### src/verilog/sktr_regs.vh
// Constants for the skip, test and reset instruction block.
`ifndef SKTR_REGS_VH
`define SKTR_REGS_VH

`define SKTR_INSTR_W          10
`define SKTR_OP_TIMER_ONE     10'h280
`define SKTR_OP_TIMER_TWO     10'h281
`define SKTR_OP_SERIAL_TEST   10'h288
`define SKTR_OP_SYS_RESET     10'h001
`define SKTR_OP_SERIAL_START  10'h29e

`define SKTR_TIMER_ONE_EN_BIT 2
`define SKTR_TIMER_TWO_EN_BIT 3
`define SKTR_SERIAL_EN_BIT    3

`define SKTR_FLAG_RST         1'b0
`define SKTR_NUM_FLAGS        3
`define SKTR_IDX_TIMER_ONE    0
`define SKTR_IDX_TIMER_TWO    1
`define SKTR_IDX_SERIAL       2

`endif

### src/verilog/sktr_skip_test_reset.v
// Skip-on-flag, software system reset and serial start instruction logic.
`timescale 1ns/10ps
`include "sktr_regs.vh"

// What this block does
// - Timer-one test with enable 0 and flag 1 clears flag and skips next.
// - A flag test whose flag reads 0 does not skip.
// - Timer-one test with enable 1 is a no-operation, flag unchanged.
// - Timer-one enable comes from bit 2 of first interrupt control.
// - Timer-two test with enable 0 and flag 1 clears flag and skips next.
// - Timer-two test with enable 1 is a no-operation, flag unchanged.
// - Timer-two enable comes from bit 3 of first interrupt control.
// - Serial test with second-control enable bit 3 set is a no-operation.
// - The system reset instruction requests a full system reset.
// - A taken timer-one skip clears the timer-one flag to zero.
// - A taken timer-two skip clears the timer-two flag to zero.
// - Serial test with enable 0 and flag 1 clears flag and skips next.
// - Serial start clears the serial flag and starts a transfer.
module sktr_skip_test_reset #(
  parameter INSTR_W = `SKTR_INSTR_W
) (
  // Clock and reset
  input  wire               i_clk,
  input  wire               i_rstn,
  // Instruction stream, one instruction per valid cycle
  input  wire               i_instr_valid,
  input  wire [INSTR_W-1:0] i_instr,
  // Interrupt control registers
  input  wire [3:0]         i_irq_control_first,
  input  wire [3:0]         i_irq_control_second,
  // Peripheral request events
  input  wire               i_timer_one_event,
  input  wire               i_timer_two_event,
  input  wire               i_serial_event,
  // Request flags
  output wire               o_timer_one_request_flag,
  output wire               o_timer_two_request_flag,
  output wire               o_serial_request_flag,
  // Skip control
  output wire               o_instr_suppress,
  output wire               o_skip_pending,
  output wire               o_skip_taken,
  // Side effects
  output wire               o_sys_reset_req,
  output wire               o_serial_start
);

  localparam NF = `SKTR_NUM_FLAGS;

  localparam [2:0] OP_NONE         = 3'h0;
  localparam [2:0] OP_TEST_T1      = 3'h1;
  localparam [2:0] OP_TEST_T2      = 3'h2;
  localparam [2:0] OP_TEST_SERIAL  = 3'h3;
  localparam [2:0] OP_SYS_RESET    = 3'h4;
  localparam [2:0] OP_SERIAL_START = 3'h5;

  // Maps an instruction word onto the operations handled here.
  function [2:0] decode_op;
    input [INSTR_W-1:0] instr;
    begin
      case (instr)
        `SKTR_OP_TIMER_ONE: begin
          decode_op = OP_TEST_T1;
        end
        `SKTR_OP_TIMER_TWO: begin
          decode_op = OP_TEST_T2;
        end
        `SKTR_OP_SERIAL_TEST: begin
          decode_op = OP_TEST_SERIAL;
        end
        `SKTR_OP_SYS_RESET: begin
          decode_op = OP_SYS_RESET;
        end
        `SKTR_OP_SERIAL_START: begin
          decode_op = OP_SERIAL_START;
        end
        default: begin
          decode_op = OP_NONE;
        end
      endcase
    end
  endfunction

  // True when an executing instruction decodes to the wanted operation.
  function op_hit;
    input       run;
    input [2:0] code;
    input [2:0] want;
    begin
      op_hit = run & (code == want);
    end
  endfunction

  reg           skip_pending_r;
  reg           skip_pending_nxt;
  reg           skip_taken_r;
  reg           skip_taken_nxt;
  reg           sys_reset_req_r;
  reg           sys_reset_req_nxt;
  reg           serial_start_r;
  reg           serial_start_nxt;

  wire          exec;
  wire [2:0]    op;
  wire [NF-1:0] flag;
  wire [NF-1:0] irq_enable;
  wire [NF-1:0] set_evt;
  wire [NF-1:0] is_test;
  wire [NF-1:0] skip_hit;
  wire [NF-1:0] flag_clr;
  wire          any_skip;
  wire          exec_sys_reset;
  wire          exec_serial_start;

  // An instruction executes unless a prior taken skip suppresses it.
  assign o_instr_suppress = i_instr_valid & skip_pending_r;
  assign exec = i_instr_valid & ~skip_pending_r;
  assign op   = decode_op(i_instr);

  assign irq_enable[`SKTR_IDX_TIMER_ONE] = i_irq_control_first[`SKTR_TIMER_ONE_EN_BIT];
  assign irq_enable[`SKTR_IDX_TIMER_TWO] = i_irq_control_first[`SKTR_TIMER_TWO_EN_BIT];
  assign irq_enable[`SKTR_IDX_SERIAL]    = i_irq_control_second[`SKTR_SERIAL_EN_BIT];

  assign set_evt[`SKTR_IDX_TIMER_ONE] = i_timer_one_event;
  assign set_evt[`SKTR_IDX_TIMER_TWO] = i_timer_two_event;
  assign set_evt[`SKTR_IDX_SERIAL]    = i_serial_event;

  assign is_test[`SKTR_IDX_TIMER_ONE] = op_hit(exec, op, OP_TEST_T1);
  assign is_test[`SKTR_IDX_TIMER_TWO] = op_hit(exec, op, OP_TEST_T2);
  assign is_test[`SKTR_IDX_SERIAL]    = op_hit(exec, op, OP_TEST_SERIAL);
  assign exec_sys_reset               = op_hit(exec, op, OP_SYS_RESET);
  assign exec_serial_start            = op_hit(exec, op, OP_SERIAL_START);

  genvar g;
  generate
    for (g = 0; g < NF; g = g + 1) begin : g_flag
      // Enabled interrupt turns the test into a no-operation; a zero flag never skips.
      assign skip_hit[g] = is_test[g] & ~irq_enable[g] &
                           flag[g];
      sktr_flag_cell u_flag (
        .i_clk  (i_clk),
        .i_rstn (i_rstn),
        .i_set  (set_evt[g]),
        .i_clr  (flag_clr[g]),
        .o_flag (flag[g])
      );
    end
  endgenerate

  assign flag_clr[`SKTR_IDX_TIMER_ONE] = skip_hit[`SKTR_IDX_TIMER_ONE];
  assign flag_clr[`SKTR_IDX_TIMER_TWO] = skip_hit[`SKTR_IDX_TIMER_TWO];
  assign flag_clr[`SKTR_IDX_SERIAL]    = skip_hit[`SKTR_IDX_SERIAL] |
                                         exec_serial_start;

  assign any_skip = |skip_hit;

  // The pending skip lasts until exactly one further instruction is consumed.
  // A test that is itself suppressed never skips, so a run of tests skips
  // on every other one rather than chaining.
  always @* begin
    skip_pending_nxt = skip_pending_r;
    if (i_instr_valid) begin
      skip_pending_nxt = ~skip_pending_r & any_skip;
    end
  end

  // Pulses follow executed instructions only; a suppressed one has no effect.
  always @* begin
    skip_taken_nxt    = any_skip;
    sys_reset_req_nxt = exec_sys_reset;
    serial_start_nxt  = exec_serial_start;
  end

  // Skip waiting for the next instruction.
  always @(posedge i_clk or negedge i_rstn) begin
    if (!i_rstn) begin
      skip_pending_r <= 1'b0;
    end else begin
      skip_pending_r <= skip_pending_nxt;
    end
  end

  // One-cycle report that a skip was taken.
  always @(posedge i_clk or negedge i_rstn) begin
    if (!i_rstn) begin
      skip_taken_r <= 1'b0;
    end else begin
      skip_taken_r <= skip_taken_nxt;
    end
  end

  // Request to the reset controller; this block does not reset itself from it.
  always @(posedge i_clk or negedge i_rstn) begin
    if (!i_rstn) begin
      sys_reset_req_r <= 1'b0;
    end else begin
      sys_reset_req_r <= sys_reset_req_nxt;
    end
  end

  // Start strobe for the serial transfer.
  always @(posedge i_clk or negedge i_rstn) begin
    if (!i_rstn) begin
      serial_start_r <= 1'b0;
    end else begin
      serial_start_r <= serial_start_nxt;
    end
  end

  // Flag levels straight from the cells.
  assign o_timer_one_request_flag = flag[`SKTR_IDX_TIMER_ONE];
  assign o_timer_two_request_flag = flag[`SKTR_IDX_TIMER_TWO];
  assign o_serial_request_flag    = flag[`SKTR_IDX_SERIAL];

  // Registered skip state and side-effect pulses.
  assign o_skip_pending           = skip_pending_r;
  assign o_skip_taken             = skip_taken_r;
  assign o_sys_reset_req          = sys_reset_req_r;
  assign o_serial_start           = serial_start_r;

endmodule

### src/verilog/sktr_flag_cell.v
// One request flag: set by its peripheral event, cleared by an instruction.
`timescale 1ns/10ps
`include "sktr_regs.vh"

module sktr_flag_cell (
  // Clock and reset
  input  wire i_clk,
  input  wire i_rstn,
  // Set and clear
  input  wire i_set,
  input  wire i_clr,
  // Flag state
  output wire o_flag
);

  reg flag_r;
  wire flag_nxt;

  // An event in the clearing cycle survives the clear.
  assign flag_nxt = i_set | (flag_r & ~i_clr);

  always @(posedge i_clk or negedge i_rstn) begin
    if (!i_rstn) begin
      flag_r <= `SKTR_FLAG_RST;
    end else begin
      flag_r <= flag_nxt;
    end
  end

  assign o_flag = flag_r;

endmodule

### config.mk
export PLATFORM = sky130hd
export DESIGN_NAME = sktr_skip_test_reset
export DESIGN_NICKNAME = d
export VERILOG_FILES = /design/src/verilog/sktr_skip_test_reset.v /design/src/verilog/sktr_flag_cell.v
export VERILOG_INCLUDE_DIRS = /design/src /design/src/verilog
export SDC_FILE = /design/constraint.sdc
export NUM_CORES = 1
export LEC_CHECK = 0
export BUFFER_PORTS_ARGS = -buffer_cell sky130_fd_sc_hd__buf_2
export CAP_MARGIN = 20
export CORE_AREA = 2 2 39 41
export CTS_CLUSTER_SIZE = 28
export DETAILED_ROUTE_END_ITERATION = 12
export DIE_AREA = 0 0 41 43
export GPL_TIMING_DRIVEN = 0
export PLACE_DENSITY = 0.64
export SYNTH_ARGS = -nofsm -noshare
export SYNTH_HDL_FRONTEND = slang
export SYNTH_HIERARCHICAL = 1
export SYNTH_SLANG_ARGS = --single-unit
### constraint.sdc
create_clock -name i_clk -period 3.5 [get_ports i_clk]
set_input_delay 0.175 -clock i_clk [delete_from_list [all_inputs] [get_ports i_clk]]
set_output_delay 0.175 -clock i_clk [all_outputs]
set_load 0.01 [all_outputs]
Word-level counts from Yosys, hierarchy flattened
Cells that the tools add are included.
- eq/ne operators: 10
- muxes and demuxes: 1
- bitwise gates (word level): 28
- reduce and logical (&&, ||, !) cells: 1
- operators with widths (cell ; number):
    equality test 10 bit, second input constant ; 4
    bitwise AND 1 bit ; 17
    case mux 3 bit (5 select lines) ; 1
    equality test 10 x 1 -> 1 bit, second input constant ; 1
    NOT 1 bit ; 7
    equality test 3 x 2 -> 1 bit, second input constant ; 2
    equality test 3 bit, second input constant ; 2
    OR 1 bit ; 4
    equality test 3 x 1 -> 1 bit, second input constant ; 1
    OR reduction 3 bit ; 1
- register bits: 7
- input bits: 24
- output and inout bits: 8
- logic and storage cells: 47

Logic depth before layout (Yosys ltp)
- word-level depth: 10
- mapped depth: 5
- depth with buffers taken out: 5

Modules after synthesis
Netlist, hierarchy kept.
- by module, submodules not included (module ; times used ; cells each ; area each (µm²)):
    sktr_skip_test_reset ; 1 ; 38 ; 326.6
    sktr_flag_cell ; 3 ; 3 ; 36.3

Least setup slack after synthesis
Ideal clock, no wire load.
- path kind: reg-to-reg
- from: register skip_pending_r (netlist: o_skip_pending)
- to: register g_flag[1].u_flag.flag_r
- setup time: 0.118 ns
- data arrival time: 1.244 ns
- setup slack: 2.138 ns
- stages on the path, launching flop included: 6
- path buffers: 0
- cells stage by stage: dfrtp_1 -> nor3b_1 -> nand3_1 -> nor3b_1 -> inv_1 -> a21o_1
- longest elaborated chain between the ends: 8
- ends and longest elaborated chain (element ; line ; source):
    start: declaration ; sktr_skip_test_reset.v:94 ; reg skip_pending_r;
    start signal: assignment ; sktr_skip_test_reset.v:179 ; skip_pending_r <= skip_pending_nxt;
    NOT 1 bit ; sktr_skip_test_reset.v:117 ; assign exec = i_instr_valid & ~skip_pending_r;
    bitwise AND 1 bit ; sktr_skip_test_reset.v:117 ;
    bitwise AND 1 bit ; sktr_skip_test_reset.v:90 ; op_hit = run & (code == want);
    bitwise AND 1 bit (2 in a row) ; sktr_skip_test_reset.v:138 ; assign skip_hit[g] = is_test[g] & ~irq_enable[g] &
    named net flag_clr[1] ; sktr_skip_test_reset.v:110 ; wire [NF-1:0] flag_clr;
    NOT 1 bit ; sktr_flag_cell.v:20 ; assign flag_nxt = i_set | (flag_r & ~i_clr);
    bitwise AND 1 bit ; sktr_flag_cell.v:20 ;
    OR 1 bit ; sktr_flag_cell.v:20 ;
    named net g_flag[1].u_flag.flag_nxt ; sktr_flag_cell.v:17 ; wire flag_nxt;
    end signal: assignment ; sktr_flag_cell.v:24 ; flag_r <= `SKTR_FLAG_RST;
    end signal: assignment ; sktr_flag_cell.v:26 ; flag_r <= flag_nxt;
    end: declaration ; sktr_flag_cell.v:16 ; reg flag_r;
The timed path passes the listed nets, and every way through them passes these cells.
A chain may end at the register's enable or synchronous reset.

Worst setup path in the final report
- from: register skip_pending_r (netlist: o_skip_pending)
- to: register g_flag[2].u_flag.flag_r
- longest elaborated chain between the ends: 9
- ends and longest elaborated chain (element ; line ; source):
    NOT 1 bit * ; sktr_skip_test_reset.v:117 ;
    bitwise AND 1 bit * ; sktr_skip_test_reset.v:117 ;
    bitwise AND 1 bit ; sktr_skip_test_reset.v:90 ;
    bitwise AND 1 bit (2 in a row) ; sktr_skip_test_reset.v:138 ;
    OR 1 bit * ; sktr_skip_test_reset.v:152 ; assign flag_clr[`SKTR_IDX_SERIAL] = skip_hit[`SKTR_IDX_SERIAL] |
    named net flag_clr[2] ; sktr_skip_test_reset.v:110 ;
    NOT 1 bit * ; sktr_flag_cell.v:20 ;
    bitwise AND 1 bit * ; sktr_flag_cell.v:20 ;
    OR 1 bit * ; sktr_flag_cell.v:20 ;
    named net g_flag[2].u_flag.flag_nxt ; sktr_flag_cell.v:17 ;
    end signal: assignment ; sktr_flag_cell.v:24 ;
    end signal: assignment ; sktr_flag_cell.v:26 ;
    end: declaration ; sktr_flag_cell.v:16 ;
Mark *: on every way through the listed nets, which the timed path passes. The rest lies on a longest branch.

==> results.ini <==
[routing]
vias = 476
ant_nets = 0
via_per_inst = 5.064
wl_per_cell_um = 10.83
drc_errors = 0
drtPass1Iterations = 4
drt_wl_total_um = 1018
drtIter0Drc = 16

[sta]
fmax_mhz = 663.2
setup_slack_ns = 1.992
max-slew-margin-rel = 0.6781
fin_crit_sh = 0.4308
finalSetupTns_ns = 0
slew_violations = 0
final.setup_skew_ns = 0.008542
finalHoldViolations = 0
setup_viol = 0
worst_slew_pin_slew_ns = 0.4791
rsz0062_at_grt = no
layout_min_cycle_time_ns = 1.508

[critical_path]
rr_worst_depth = 5
cp-start-kind = flop
r2r_start = o_skip_pending$_DFFE_PN0P_
cp_num_buf_inv = 1
worstSetupPathType = reg2reg
cp_top_family = simple AND/OR/NAND/NOR gates
slowest_stage = dfrtp_1
startpoint = o_skip_pending$_DFFE_PN0P_
worstPathRequired_ns = 3.65
cp.arrival_ns = 1.65
endpoint_kind = flop
rr_endpoint = g_flag[2].u_flag/o_flag$_DFF_PN0_
cp_max_fo = 5
max_stage_delay_ns = 0.42
path_cells = nor3b_1 > nand4_1 > o22ai_1 > inv_1 > a21o_1
r2r_slack_ns = 1.99

[cells_and_area]
utilization = 0.4503
layout_commonest_cell = buf_2
num_antenna_cells = 0
layout.nets = 103
synthToLayoutAreaGrowth_pct = 43.10
layout_common_cells = 26 x buf_2, 7 x dfrtp_1, 6 x inv_1
drive_above_1_share = 0.4359

[die]
core_area_sq_mm = 0.001384
die-area_sq_mm = 0.001763
num_rows = 14
die_x_um = 41
initial_utilization = 0.3146
ios = 32
die_h_um = 43

[pwr]
ir_worst_vdd_v = 0.0001616
p_sw_frac = 0.2516
power_density_mw_per_mm2 = 290.9
seqPwrFrac = 0.447
leakage_nw = 0.2819
internal_power_mw = 0.1356
clkPwrFrac = 0.411
comb_power_share = 0.142
p_sw_mw = 0.04560

[placement]
gp_congestion = 0.7508
port_buffers = 26
dp_worst_setup_slack_ns = 2.006
post-dp-hpwl_um = 844.4

[clock_tree]
ctsResizeCount = 0
cts.clk_slew.worst_paths_ns = 0.06
root_buffer = clkbuf_4
insertion_delay_ns = 0.25
post_cts_buffers = 0
numCtsBuffers = 3
cts_sinks = 7
htreeDepth = 1
cts_buffer_depth = 2
cts_tree = built

[outcome]
status = finished, final reports clean

[global_route]
grt_max_degree = 8
track_usage = 0.1368
overflow = 0
antenna_found_initial = 0
grt_pass1_vias = 394
grt_pass1_wl_um = 1580

[job]
drv_cap = 0

[synth]
ys_ff_latch = 7
ys_types = 23
seq_area_frac_synth = 0.4023
postSynthAreaPerCell_sq_um = 9.264
syn_area_sq_um = 435.4
synth.net_count = 71
syn_inst = 47
yosysWarnings = 6

[worst_hold_path]
min_from = i_timer_one_event
worstHoldPathCells = 2
whs_endpoint = g_flag[0].u_flag/o_flag$_DFF_PN0_
hp-class = in2reg

registers in the layout (all words and copies together), names as in the netlist:
register / cells
o_sys_reset_req: 1
o_skip_pending: 1
g_flag.u_flag/o_flag: 3
o_serial_start: 1
o_skip_taken: 1
layout make-up:
class | count | area (sq um)
Timing Repair Buffer | 27 | 140.1
Multi-Input combinational cell | 34 | 237.7
Fill cell | 146 | 760.7
Clock inverter | 1 | 5.005
Inverter | 6 | 22.52
Sequential cell | 7 | 175.2
Clock buffer | 3 | 22.52
Tap cell | 16 | 20.02
Yosys cell counts:
cell type  count  area [sq um]
or2_2          1         6.260
mux2i_1        1         10.01
o21ai_0        1         5.000
nor3_1         2         10.01
nor2b_1        2         12.51
a221oi_2       1         15.01
nand3_1        2         10.01
and4bb_2       2         25.02
inv_1          6         22.52
or3_1          2         12.51
nor3b_1        2         15.01
and2_1         1         6.260
nor4bb_1       1         10.01
xor2_1         1         8.760
a21boi_0       1         7.510
dfrtp_1        7         175.2
nand2b_1       1         6.260
nand2_1        2         7.510
nor2_1         2         7.510
o22ai_1        1         6.260
o221ai_1       1         8.760
nand4_1        4         25.02
a21o_1         3         22.52
through the flow:
stage                     cells  hold WS [ns]  total power [mW]  area (sq um)
after global placement       89       0.01453            0.1071         585.6
after floorplan              47       -0.1206           0.09120         435.4
after global routing         94       0.09619            0.1962         623.1
after CTS                    94       0.09079            0.1838         623.1
after detailed placement     89       0.01698            0.1074         585.6
final                        94       0.09503            0.1812         623.1
repair_timing:
| item | in CTS | in global routing |
|---|---|---|
| hold buffers | 1 | 0 |
| endpoints found under the setup margin | 0 | 0 |
| endpoints found under the hold margin | 7 | 0 |
cells by family (layout without fill, tap and decap cells):
kind of cell,count (synthesis),count (layout),synth area share
AO/OA/AOI/OAI,8,8,0.1494
XOR/XNOR,1,1,0.02012
buffers and inverters,6,37,0.05172
flip-flops,7,7,0.4023
multiplexers,1,1,0.02299
AND/OR/NAND/NOR,24,24,0.3535
worst register-to-register path, delay by kind of cell (launching register included):
| family | cells | cell delay (ns) |
|---|---|---|
| flops | 1 | 0.42 |
| compound gates | 2 | 0.37 |
| buf+inv | 1 | 0.06 |
| simple gates | 2 | 0.56 |
power groups by stage:
stage                     Combinational [mW]  Sequential [mW]  Clock, mW
after floorplan                      0.00862           0.0826          0
after global placement                0.0245           0.0825          0
after detailed placement              0.0249           0.0825          0
after CTS                             0.0259           0.0810     0.0769
after global routing                  0.0291           0.0809     0.0862
final                                 0.0257           0.0810     0.0745
worst max path at each step:
stage,to,cells after the start
3_5_place_dp,g_flag[2].u_flag/o_flag$_DFF_PN0_,6
4_1_cts,g_flag[2].u_flag/o_flag$_DFF_PN0_,5
6_report,g_flag[2].u_flag/o_flag$_DFF_PN0_,5
2_1_floorplan,g_flag[1].u_flag/o_flag$_DFF_PN0_,5
5_1_grt,g_flag[1].u_flag/o_flag$_DFF_PN0_,5
3_3_place_gp,g_flag[2].u_flag/o_flag$_DFF_PN0_,6
layer usage:
metal | part of all wire | GRT usage | vias to the layer above | routed length, um
li1 | - | - | 236 | -
met1 | 0.43 | 0.1854 | 219 | 439
met2 | 0.46 | 0.1813 | 19 | 473
met3 | 0.092 | 0.04712 | 2 | 94
met4 | 0.011 | 0.08000 | 0 | 11
met5 | 0 | 0 | - | 0
(Power assumes the default switching activity.)
